[config.mk]
export PLATFORM = sky130hd
export DESIGN_NAME = fap_top
export DESIGN_NICKNAME = d
export VERILOG_FILES = /design/src/rtl/fap_sync.v /design/src/rtl/fap_top.v
export VERILOG_INCLUDE_DIRS = /design/src /design/src/shared
export SDC_FILE = /design/constraint.sdc
export NUM_CORES = 1
export LEC_CHECK = 0
export BUFFER_PORTS_ARGS = -buffer_cell sky130_fd_sc_hd__buf_2
export CORE_UTILIZATION = 56
export CTS_CLUSTER_DIAMETER = 200
export CTS_CLUSTER_SIZE = 24
export DETAILED_ROUTE_END_ITERATION = 12
export PLACE_DENSITY = 0.8
export SYNTH_ARGS = -nofsm -noshare
export SYNTH_HDL_FRONTEND = slang
export SYNTH_HIERARCHICAL = 1
export SYNTH_SLANG_ARGS = --single-unit
[constraint.sdc]
create_clock -name ref_clk -period 2.5 [get_ports ref_clk]
set_clock_uncertainty 0.1 [all_clocks]
set_input_delay 0.25 -clock ref_clk [delete_from_list [all_inputs] [get_ports ref_clk]]
set_output_delay 0.25 -clock ref_clk [all_outputs]
set_load 0.01 [all_outputs]
[src/shared/fap_map.vh]
// constants for the request-phase capture and address parity block
`ifndef FAP_MAP_VH
`define FAP_MAP_VH

// ----------------------------------------------------------------------
// widths
// ----------------------------------------------------------------------
`define FAP_ADDR_W        33
`define FAP_REQ_W         5
`define FAP_SYNC_W        43
`define FAP_PAR_W         38

// ----------------------------------------------------------------------
// positions inside the synchronised pin vector
// ----------------------------------------------------------------------
`define FAP_POS_REQ_LSB   0
`define FAP_POS_REQ_MSB   4
`define FAP_POS_ALO_LSB   5
`define FAP_POS_ALO_MSB   18
`define FAP_POS_AHI_LSB   19
`define FAP_POS_AHI_MSB   37
`define FAP_POS_PAR_LSB   38
`define FAP_POS_PAR_MSB   39
`define FAP_POS_STB0      40
`define FAP_POS_STB1      41
`define FAP_POS_VALID     42

// ----------------------------------------------------------------------
// parity coverage masks over {addr[35:3], req[4:0]}
// ----------------------------------------------------------------------
`define FAP_MASK_TOP      38'h3f_fc00_0000
`define FAP_MASK_REST     38'h00_03ff_ffff

// ----------------------------------------------------------------------
// reset values and timing
// ----------------------------------------------------------------------
`define FAP_PIN_IDLE      1'b1
`define FAP_CLK_NS        4
`define FAP_TX_PHASE_NS   32
`define FAP_TX_PHASE_CYC  ((`FAP_TX_PHASE_NS + `FAP_CLK_NS - 1) / `FAP_CLK_NS)
`define FAP_CNT_W         8

`endif

[src/rtl/fap_sync.v]
// three-stage pin synchroniser exposing its second and third stages
`timescale 1ns/1ps
module fap_sync #(
  parameter W = 1
) (
  input  wire         clk,
  input  wire         rst,
  input  wire [W-1:0] din,
  output wire [W-1:0] stage2,
  output wire [W-1:0] stage3
);

  reg [W-1:0] st1_reg;
  reg [W-1:0] st2_reg;
  reg [W-1:0] st3_reg;

  // pins idle high, so the chain resets to all ones
  always @(posedge clk) begin
    if (rst) begin
      st1_reg <= {W{1'b1}};
      st2_reg <= {W{1'b1}};
      st3_reg <= {W{1'b1}};
    end else begin
      st1_reg <= din;
      st2_reg <= st1_reg;
      st3_reg <= st2_reg;
    end
  end

  assign stage2 = st2_reg;
  assign stage3 = st3_reg;

endmodule // fap_sync

[src/rtl/fap_top.v]
// request-phase strobe capture, parity generation and parity checking
`timescale 1ns/1ps
`include "fap_map.vh"

module fap_top #(
  parameter TX_PHASE = `FAP_TX_PHASE_CYC
) (
  input  wire        ref_clk,
  input  wire        rst,
  input  wire        address_valid_strobe_n_in,
  output wire        address_valid_strobe_n_out,
  output wire        address_valid_strobe_oe,
  input  wire [1:0]  addr_capture_strobe_pair_n_in,
  output wire [1:0]  addr_capture_strobe_pair_n_out,
  output wire        addr_capture_strobe_pair_oe,
  input  wire [35:3] addr_n_in,
  output wire [35:3] addr_n_out,
  output wire        addr_oe,
  input  wire [4:0]  req_n_in,
  output wire [4:0]  req_n_out,
  output wire        req_oe,
  input  wire [1:0]  request_parity_pair_n_in,
  output wire [1:0]  request_parity_pair_n_out,
  output wire        request_parity_pair_oe,
  input  wire        tx_start,
  input  wire [35:3] tx_addr,
  input  wire [35:3] tx_info,
  input  wire [4:0]  tx_req_a,
  input  wire [4:0]  tx_req_b,
  output wire        tx_ready,
  output wire        rx_valid,
  output wire [35:3] rx_addr,
  output wire [35:3] rx_info,
  output wire [4:0]  rx_req_a,
  output wire [4:0]  rx_req_b,
  output wire        rx_parity_err,
  output wire [3:0]  rx_err_bits
);

  // ----------------------------------------------------------------------
  // parity over active-low pin levels
  // ----------------------------------------------------------------------
  function fap_par;
    input [`FAP_PAR_W-1:0] v;
    input [`FAP_PAR_W-1:0] m;
    begin
      fap_par = ~(^(~v & m));
    end
  endfunction

  // pair index 0 and 1 for one subphase; sub=0 first, sub=1 second
  function [1:0] fap_pair;
    input [`FAP_PAR_W-1:0] v;
    input                  sub;
    reg                    top;
    reg                    rest;
    begin
      top  = fap_par(v, `FAP_MASK_TOP);
      rest = fap_par(v, `FAP_MASK_REST);
      fap_pair = sub ? {top, rest} : {rest, top};
    end
  endfunction

  // ----------------------------------------------------------------------
  // pin synchronisers
  // ----------------------------------------------------------------------
  wire [`FAP_SYNC_W-1:0] s2;
  wire [`FAP_SYNC_W-1:0] s3;

  fap_sync #(
    .W (`FAP_SYNC_W)
  ) u_sync (
    .clk    (ref_clk),
    .rst    (rst),
    .din    ({address_valid_strobe_n_in, addr_capture_strobe_pair_n_in,
              request_parity_pair_n_in, addr_n_in, req_n_in}),
    .stage2 (s2),
    .stage3 (s3)
  );

  // ----------------------------------------------------------------------
  // edge detection on agreed levels
  // ----------------------------------------------------------------------
  reg  stb0_q_reg;
  reg  stb1_q_reg;
  reg  valid_q_reg;

  wire stb0_chg  = (s2[`FAP_POS_STB0] == s3[`FAP_POS_STB0]) &&
                   (s3[`FAP_POS_STB0] != stb0_q_reg);
  wire stb1_chg  = (s2[`FAP_POS_STB1] == s3[`FAP_POS_STB1]) &&
                   (s3[`FAP_POS_STB1] != stb1_q_reg);
  wire valid_chg = (s2[`FAP_POS_VALID] == s3[`FAP_POS_VALID]) &&
                   (s3[`FAP_POS_VALID] != valid_q_reg);
  wire valid_go  = valid_chg && !s3[`FAP_POS_VALID];

  always @(posedge ref_clk) begin
    if (rst) begin
      stb0_q_reg  <= `FAP_PIN_IDLE;
      stb1_q_reg  <= `FAP_PIN_IDLE;
      valid_q_reg <= `FAP_PIN_IDLE;
    end else begin
      if (stb0_chg)
        stb0_q_reg <= s3[`FAP_POS_STB0];
      if (stb1_chg)
        stb1_q_reg <= s3[`FAP_POS_STB1];
      if (valid_chg)
        valid_q_reg <= s3[`FAP_POS_VALID];
    end
  end

  // ----------------------------------------------------------------------
  // receive capture
  // ----------------------------------------------------------------------
  reg        armed_reg;
  reg [3:0]  got_reg;
  reg [16:3] alo1_reg;
  reg [16:3] alo2_reg;
  reg [35:17] ahi1_reg;
  reg [35:17] ahi2_reg;
  reg [4:0]  req1_reg;
  reg [4:0]  req2_reg;
  reg [1:0]  par1_reg;
  reg [1:0]  par2_reg;
  reg        rx_valid_reg;
  reg        rx_err_reg;
  reg [3:0]  rx_bits_reg;
  reg [35:3] rx_addr_reg;
  reg [35:3] rx_info_reg;
  reg [4:0]  rx_req_a_reg;
  reg [4:0]  rx_req_b_reg;

  wire armed_now = armed_reg | valid_go;
  wire complete  = armed_reg && (got_reg == 4'hf) && !valid_go;
  wire [`FAP_PAR_W-1:0] v1 = {ahi1_reg, alo1_reg, req1_reg};
  wire [`FAP_PAR_W-1:0] v2 = {ahi2_reg, alo2_reg, req2_reg};
  wire [1:0] exp1 = fap_pair(v1, 1'b0);
  wire [1:0] exp2 = fap_pair(v2, 1'b1);
  wire [3:0] mism = {exp2 ^ par2_reg, exp1 ^ par1_reg};

  always @(posedge ref_clk) begin
    if (rst) begin
      armed_reg    <= 1'b0;
      got_reg      <= 4'h0;
      alo1_reg     <= {14{1'b1}};
      alo2_reg     <= {14{1'b1}};
      ahi1_reg     <= {19{1'b1}};
      ahi2_reg     <= {19{1'b1}};
      req1_reg     <= 5'h1f;
      req2_reg     <= 5'h1f;
      par1_reg     <= 2'h3;
      par2_reg     <= 2'h3;
      rx_valid_reg <= 1'b0;
      rx_err_reg   <= 1'b0;
      rx_bits_reg  <= 4'h0;
      rx_addr_reg  <= {33{1'b0}};
      rx_info_reg  <= {33{1'b0}};
      rx_req_a_reg <= 5'h00;
      rx_req_b_reg <= 5'h00;
    end else begin
      rx_valid_reg <= 1'b0;
      rx_err_reg   <= 1'b0;
      // a new valid strobe restarts the request, dropping any partial one
      if (valid_go) begin
        armed_reg <= 1'b1;
        got_reg   <= 4'h0;
      end
      if (armed_now && stb0_chg) begin
        if (!s3[`FAP_POS_STB0]) begin
          alo1_reg   <= s3[`FAP_POS_ALO_MSB:`FAP_POS_ALO_LSB];
          req1_reg   <= s3[`FAP_POS_REQ_MSB:`FAP_POS_REQ_LSB];
          got_reg[0] <= 1'b1;
        end else begin
          alo2_reg   <= s3[`FAP_POS_ALO_MSB:`FAP_POS_ALO_LSB];
          req2_reg   <= s3[`FAP_POS_REQ_MSB:`FAP_POS_REQ_LSB];
          got_reg[2] <= 1'b1;
        end
      end
      // parity is taken with the high group strobe edges
      if (armed_now && stb1_chg) begin
        if (!s3[`FAP_POS_STB1]) begin
          ahi1_reg   <= s3[`FAP_POS_AHI_MSB:`FAP_POS_AHI_LSB];
          par1_reg   <= s3[`FAP_POS_PAR_MSB:`FAP_POS_PAR_LSB];
          got_reg[1] <= 1'b1;
        end else begin
          ahi2_reg   <= s3[`FAP_POS_AHI_MSB:`FAP_POS_AHI_LSB];
          par2_reg   <= s3[`FAP_POS_PAR_MSB:`FAP_POS_PAR_LSB];
          got_reg[3] <= 1'b1;
        end
      end
      if (complete) begin
        armed_reg    <= 1'b0;
        got_reg      <= 4'h0;
        rx_valid_reg <= 1'b1;
        rx_addr_reg  <= ~{ahi1_reg, alo1_reg};
        rx_info_reg  <= ~{ahi2_reg, alo2_reg};
        rx_req_a_reg <= ~req1_reg;
        rx_req_b_reg <= ~req2_reg;
        rx_bits_reg  <= mism;
        rx_err_reg   <= |mism;
      end
    end
  end

  // ----------------------------------------------------------------------
  // transmit sequencer
  // ----------------------------------------------------------------------
  localparam ST_IDLE = 5'b00001;
  localparam ST_SUB1 = 5'b00010;
  localparam ST_STBL = 5'b00100;
  localparam ST_SUB2 = 5'b01000;
  localparam ST_STBH = 5'b10000;

  reg [4:0]            state_reg;
  reg [`FAP_CNT_W-1:0] cnt_reg;
  reg [35:3]           tx_info_reg;
  reg [4:0]            tx_req_b_reg;
  reg                  valid_out_reg;
  reg [1:0]            stb_out_reg;
  reg [35:3]           a_out_reg;
  reg [4:0]            req_out_reg;
  reg [1:0]            par_out_reg;
  reg                  bus_oe_reg;

  wire [`FAP_CNT_W-1:0] phase_last = TX_PHASE[`FAP_CNT_W-1:0] - 1'b1;
  wire phase_end = (cnt_reg == phase_last);
  wire [`FAP_PAR_W-1:0] tv1 = ~{tx_addr, tx_req_a};
  wire [`FAP_PAR_W-1:0] tv2 = ~{tx_info_reg, tx_req_b_reg};

  always @(posedge ref_clk) begin
    if (rst) begin
      state_reg     <= ST_IDLE;
      cnt_reg       <= {`FAP_CNT_W{1'b0}};
      tx_info_reg   <= {33{1'b0}};
      tx_req_b_reg  <= 5'h00;
      valid_out_reg <= `FAP_PIN_IDLE;
      stb_out_reg   <= 2'h3;
      a_out_reg     <= {33{1'b1}};
      req_out_reg   <= 5'h1f;
      par_out_reg   <= 2'h3;
      bus_oe_reg    <= 1'b0;
    end else begin
      cnt_reg <= phase_end ? {`FAP_CNT_W{1'b0}} : cnt_reg + 1'b1;
      case (state_reg)
        ST_IDLE: begin
          cnt_reg <= {`FAP_CNT_W{1'b0}};
          if (tx_start) begin
            state_reg     <= ST_SUB1;
            tx_info_reg   <= tx_info;
            tx_req_b_reg  <= tx_req_b;
            a_out_reg     <= ~tx_addr;
            req_out_reg   <= ~tx_req_a;
            par_out_reg   <= fap_pair(tv1, 1'b0);
            valid_out_reg <= 1'b0;
            bus_oe_reg    <= 1'b1;
          end
        end
        ST_SUB1: begin
          if (phase_end) begin
            state_reg   <= ST_STBL;
            stb_out_reg <= 2'h0;
          end
        end
        ST_STBL: begin
          if (phase_end) begin
            state_reg     <= ST_SUB2;
            valid_out_reg <= `FAP_PIN_IDLE;
            a_out_reg     <= ~tx_info_reg;
            req_out_reg   <= ~tx_req_b_reg;
            par_out_reg   <= fap_pair(tv2, 1'b1);
          end
        end
        ST_SUB2: begin
          if (phase_end) begin
            state_reg   <= ST_STBH;
            stb_out_reg <= 2'h3;
          end
        end
        ST_STBH: begin
          if (phase_end) begin
            state_reg  <= ST_IDLE;
            bus_oe_reg <= 1'b0;
          end
        end
        default: begin
          state_reg  <= ST_IDLE;
          bus_oe_reg <= 1'b0;
        end
      endcase
    end
  end

  // ----------------------------------------------------------------------
  // outputs
  // ----------------------------------------------------------------------
  assign tx_ready                       = (state_reg == ST_IDLE);
  assign address_valid_strobe_n_out     = valid_out_reg;
  assign address_valid_strobe_oe        = bus_oe_reg;
  assign addr_capture_strobe_pair_n_out = stb_out_reg;
  assign addr_capture_strobe_pair_oe    = bus_oe_reg;
  assign addr_n_out                     = a_out_reg;
  assign addr_oe                        = bus_oe_reg;
  assign req_n_out                      = req_out_reg;
  assign req_oe                         = bus_oe_reg;
  assign request_parity_pair_n_out      = par_out_reg;
  assign request_parity_pair_oe         = bus_oe_reg;
  assign rx_valid                       = rx_valid_reg;
  assign rx_addr                        = rx_addr_reg;
  assign rx_info                        = rx_info_reg;
  assign rx_req_a                       = rx_req_a_reg;
  assign rx_req_b                       = rx_req_b_reg;
  assign rx_parity_err                  = rx_err_reg;
  assign rx_err_bits                    = rx_bits_reg;

endmodule // fap_top

# Yosys cells after proc, flatten, opt, wreduce, memory -nomap -nowiden
# Cells that the tools add are included.
word_totals:
  regBits: 394
  in_bits: 122
  output_inout_bits: 131
  elab_cells: 149
op_classes:
  n_addsub: 1
  eq_ne: 18
  n_mux: 34
  bitwise: 29
  reduce_logical: 34
op_table:
  columns: ["cell", "n"]
  rows:
  - ["$reduce_xor 38->1", 8]
  - ["$not 38->38", 6]
  - ["$not 33->33", 4]
  - ["$mux 33", 2]
  - ["$pmux 33 s2", 1]
  - ["$mux 5", 7]
  - ["$pmux 5 s5", 1]
  - ["$not 5->5", 4]
  - ["$mux 1", 13]
  - ["$not 1->1", 12]
  - ["$ne 2x2->1 const B", 5]
  - ["$pmux 5 s2", 1]
  - ["$reduce_and 2->1", 5]
  - ["$reduce_and 3->1", 3]
  - ["$add 8x1->8 const B", 1]
  - ["$eq 8x3->1 const B", 1]
  - ["$logic_and 1x1->1", 8]
  - ["$mux 2", 4]
  - ["$pmux 2 s2", 2]
  - ["$reduce_or 3->1", 2]
  - ["$eq 5x1->1 const B", 1]
  - ["$eq 5x2->1 const B", 1]
  - ["$eq 5x3->1 const B", 1]
  - ["$eq 5x4->1 const B", 1]
  - ["14 further kinds", 22]

# Depth between registers and ports, before layout
logic_depth:
  word_depth: 7
  mapped_depth: 9
  ltp_nobuf: 7

# By module
# The synthesis kept the hierarchy.
modules_own_cells:
  columns: ["mod", "n_inst", "cells_each", "area_per_inst_um2", "seq_area_each_um2"]
  rows:
  - ["fap_top", 1, 1233, 11033.1, 5285.1]
  - ["fap_sync", 1, 272, 3495.9, 2582.5]

# Worst setup path after synthesis
# OpenSTA, ideal clock, no wires.
synth_timing:
  kind: "register to register"
  start: "reg cnt_reg[0]"
  end: "reg a_out_reg (netlist bit addr_n_out[27])"
  setup_ps: 120
  arrival_ps: 1733
  t_required_ps: 2280
  path_slack_ps: 547
  stages_incl_launch_ff: 9
  n_path_buf: 3
  synth_period_minus_slack_ps: 1953
  cell_sequence: "dfxtp_1 ha_1 nor4b_1 and3_1 buf_2 a21oi_4 buf_8 buf_12 a211o_1"
synth_via:
  elab_chain_cells: 3
synth_lines:
  columns: ["element", "line", "rtl"]
  rows:
  - ["from (decl)", "fap_top.v:214", "reg [`FAP_CNT_W-1:0] cnt_reg;"]
  - ["from (signal assigned)", "fap_top.v:232", "cnt_reg <= {`FAP_CNT_W{1'b0}};"]
  - ["from (signal assigned)", "fap_top.v:242", "cnt_reg <= phase_end ? {`FAP_CNT_W{1'b0}} : cnt_reg + 1'b1;"]
  - ["from (signal assigned)", "fap_top.v:245", "cnt_reg <= {`FAP_CNT_W{1'b0}};"]
  - ["$eq 8x3->1", "fap_top.v:225", "wire phase_end = (cnt_reg == phase_last);"]
  - ["$ne 2x2->1 (no line)", null, null]
  - ["$reduce_and 3->1 (no line)", null, null]
  - ["to (signal assigned)", "fap_top.v:237", "a_out_reg <= {33{1'b1}};"]
  - ["to (signal assigned)", "fap_top.v:250", "a_out_reg <= ~tx_addr;"]
  - ["to (signal assigned)", "fap_top.v:267", "a_out_reg <= ~tx_info_reg;"]
  - ["to (decl)", "fap_top.v:219", "reg [35:3] a_out_reg;"]
# Every way passes these cells.
# A chain may end at the register's enable or synchronous reset.

# Worst setup path after layout
layout_timing:
  start: "reg cnt_reg[0]"
  end: "reg state_reg[1]"
layout_via:
  elab_chain_cells: 3
  word_cells_on_any_way: 6
  cone_classes: "5 x eq/ne; 1 x reduce/logical"
layout_lines:
  columns: ["element", "line", "rtl"]
  rows:
  - ["$eq 8x3->1 (*)", "fap_top.v:225", null]
  - ["$ne 2x2->1 (no line)", null, null]
  - ["$reduce_and 5->1 (no line) (*)", null, null]
  - ["to (signal assigned)", "fap_top.v:231", "state_reg <= ST_IDLE;"]
  - ["to (signal assigned)", "fap_top.v:247", "state_reg <= ST_SUB1;"]
  - ["to (signal assigned)", "fap_top.v:259", "state_reg <= ST_STBL;"]
  - ["to (decl)", "fap_top.v:213", "reg [4:0] state_reg;"]
# Mark *: on every way between the ends. The rest lies on a longest branch, timed or not.

==> flow_summary.json <==
{
  "dieArea_um2": 26600,
  "synth.top_cells.by_count": "393 x dfxtp_1, 325 x nand2_1, 121 x xnor2_1",
  "p_switching_w": 0.00263,
  "synth_edf_count": 0,
  "critPathCaptureType": "flip-flop",
  "ys_warn_count": 6,
  "leakage_nw": 7.28,
  "setup_viol": 0,
  "postCtsSetupBuffers": 0,
  "syn-cell-area_um2": 14500,
  "grt_pass1_wl_mm": 50.4,
  "die_x_um": 163,
  "postLayoutCellArea_um2": 17300,
  "worstPathArrival_ns": 2.69,
  "fin_crit_sh": 0.946,
  "nNetsFinal": 1916,
  "core_um2": 25300,
  "hp-class": "primary input to flip-flop",
  "critPathKind": "flip-flop to flip-flop",
  "p_int_w": 0.00869,
  "slew_headroom": 0.529,
  "clk_pin_slew_ns": 0.10,
  "cts_buffers": 20,
  "ctsHtreeMaxLevel": 1,
  "fmax_ghz": 0.423,
  "drc": 0,
  "fp-row-count": 58,
  "initial_utilization": 0.574,
  "gp_congestion": 0.821,
  "fin_util": 0.685,
  "io_pins": 253,
  "cts-root-buf": "clkbuf_16",
  "place_area_um2": 15900,
  "status": "finished clean",
  "antenna_cells": 0,
  "place_inst": 2011,
  "drt_iter0_drc": 684,
  "power_density_nw_per_um2": 653,
  "track_usage": 0.233,
  "antenna_left": 0,
  "clkLatencyLatePin_ns": 0.53,
  "crit_start": "cnt_reg[0]",
  "wire_per_inst_um": 14.9,
  "peakVddDrop_mv": 0.486,
  "numClockSinks": 393,
  "netlist_instances": 1505,
  "maxCapViolCount": 0,
  "synth_cell_types": 51,
  "grt_max_degree": 126,
  "final_cell_count_no_fill": 2123,
  "maxSlewViolCount": 0,
  "p_seq_frac": 0.582,
  "fillers": 1985,
  "clockBufferDepth": 3,
  "hold_viol_final": 0,
  "grt_pass1_vias": 10300,
  "cp_max_fo": 9,
  "vias": 10800,
  "die_h_um": 163,
  "firstDrtPassIters": 5,
  "yosysSeqAreaShare": 0.542,
  "cp_slowest_stage_delay_ns": 0.56,
  "antenna_found_initial": 0,
  "synth_top_area_cell": "dfxtp_1",
  "seq_area_um2": 7870,
  "drive_gt1_frac": 0.205,
  "synth_flop_cell": "dfxtp_1",
  "crit_path_cell_trace": "ha_2 > nor4b_1 > and3_4 > nor2_1 > and2_1 > nand2_1 > a21oi_1 > dlygate4sd3_1",
  "cp-start-kind": "flip-flop",
  "wl_mm": 31.6,
  "multi_input_area_um2": 6120,
  "syn2layout_area_growth_pct": 19.4,
  "worst_slew_pin_slew_ns": 0.706,
  "hpwl_mm": 20.7,
  "synth.net_count": 1628,
  "swShare": 0.232,
  "overflow": 0,
  "synth-seq-cells": 393,
  "required_ns": 2.82,
  "io_buffer_count": 252,
  "yosysTopAreaCellShare": 0.542,
  "critPathSlowestCell": "dlygate4sd3_1",
  "cts_tree": "built",
  "min_period_ns": 2.37,
  "synth.most_common_cell": "dfxtp_1",
  "p_comb_frac": 0.115,
  "yosys-top-cells-area": "dfxtp_1 54%, nand2_1 8.4%, xnor2_1 7.3%, or2_1 4.8%, nand3b_1 4.2%",
  "clkPwrFrac": 0.302,
  "worstHoldStart": "rst",
  "synth-async-reset-ratio": 0,
  "viasPerCell": 5.08,
  "synth_area_per_cell_um2": 9.65,
  "r2r_start": "cnt_reg[0]"
}
layer usage:
metal	share of wire	vias up	GRT usage
met2	0.48	346	0.399
met1	0.43	4946	0.296
li1	-	5427	-
met5	0	-	0
met3	0.058	64	0.0389
met4	0.028	0	0.0782
kinds of logic (layout without fill, tap and decap cells):
family | after synthesis | after routing | share of synthesized area
buf+inv | 98 | 386 | 0.0392
simple gates | 640 | 640 | 0.216
xor+xnor | 151 | 151 | 0.0958
compound gates | 183 | 183 | 0.0767
flops | 393 | 393 | 0.542
fa+ha+maj | 1 | 1 | 0.000861
mux | 39 | 39 | 0.0301
power by group through the flow:
| stage | Sequential [W] | Combinational, W | Clock [W] |
|---|---|---|---|
| 2_1_floorplan | 0.00674 | 0.000801 | 0 |
| 3_3_place_gp | 0.00673 | 0.00113 | 0 |
| 3_5_place_dp | 0.00673 | 0.00116 | 0 |
| 6_report | 0.00660 | 0.00130 | 0.00342 |
| 5_1_grt | 0.00662 | 0.00141 | 0.00376 |
| 4_1_cts | 0.00659 | 0.00128 | 0.00351 |
layout by cell type, fill, tap and decap left out, types with 4 or more instances in the layout:
| cell type | instances |
|---|---|
| buf_12 | 6 |
| and3_1 | 5 |
| clkbuf_16 | 21 |
| a21oi_1 | 48 |
| buf_4 | 12 |
| nand3_1 | 7 |
| or2_1 | 111 |
| dlygate4sd3_1 | 90 |
| nor2_1 | 68 |
| dfxtp_1 | 393 |
| xnor2_1 | 121 |
| xor2_1 | 24 |
| nand2_1 | 325 |
| o21ai_0 | 82 |
| xnor3_1 | 4 |
| nand2b_1 | 5 |
| buf_2 | 251 |
| a211o_1 | 38 |
| mux2_2 | 38 |
| or2_2 | 19 |
| nand3b_1 | 82 |
worst max-delay path: cells and delay by family (launching register included):
| kind | cells | cell delay, ns |
|---|---|---|
| AO/OA/AOI/OAI | 1 | 0.06 |
| adder cells (fa/ha/maj) | 1 | 0.23 |
| buffers and inverters | 1 | 0.56 |
| flip-flops | 1 | 0.40 |
| AND/OR/NAND/NOR | 5 | 0.90 |
stage by stage:
step / hold slack (ns) / power [W] / worst slack (ns) / setup TNS, ns
floorplan: 0.247 / 0.00754 / 0.547 / 0
global placement: 0.286 / 0.00786 / 0.278 / 0
detailed placement: 0.287 / 0.00790 / 0.213 / 0
CTS: 0.00236 / 0.0114 / 0.0168 / 0
global route: 0.0416 / 0.0118 / -0.00610 / -0.00610
finish: 0.0192 / 0.0113 / 0.134 / 0
final timing paths:
check / depth (start not counted) / to / slack, ns
setup / recovery: 8 / state_reg[1] / 0.13
hold reg to reg: 1 / u_sync/stage3[35] / 0.31
setup reg to reg: 8 / state_reg[1] / 0.13
hold / removal: 2 / tx_req_b_reg[0] / 0.02
area by class of cell:
type	instances	share of cell area
sequential	393	0.454
multi-input combinational	1014	0.353
clock inverter	1	0.000938
tap	330	0.0238
clock buffer	21	0.0303
timing repair buffer	361	0.138
inverter	3	0.000649
what timing repair did:
item | CTS | global route
hold buffers | 90 | 0
hold endpoints to repair | 82 | 0
resized for setup | 0 | 7
setup endpoints to repair | 0 | 8
Power figures use the tool's default switching activity.
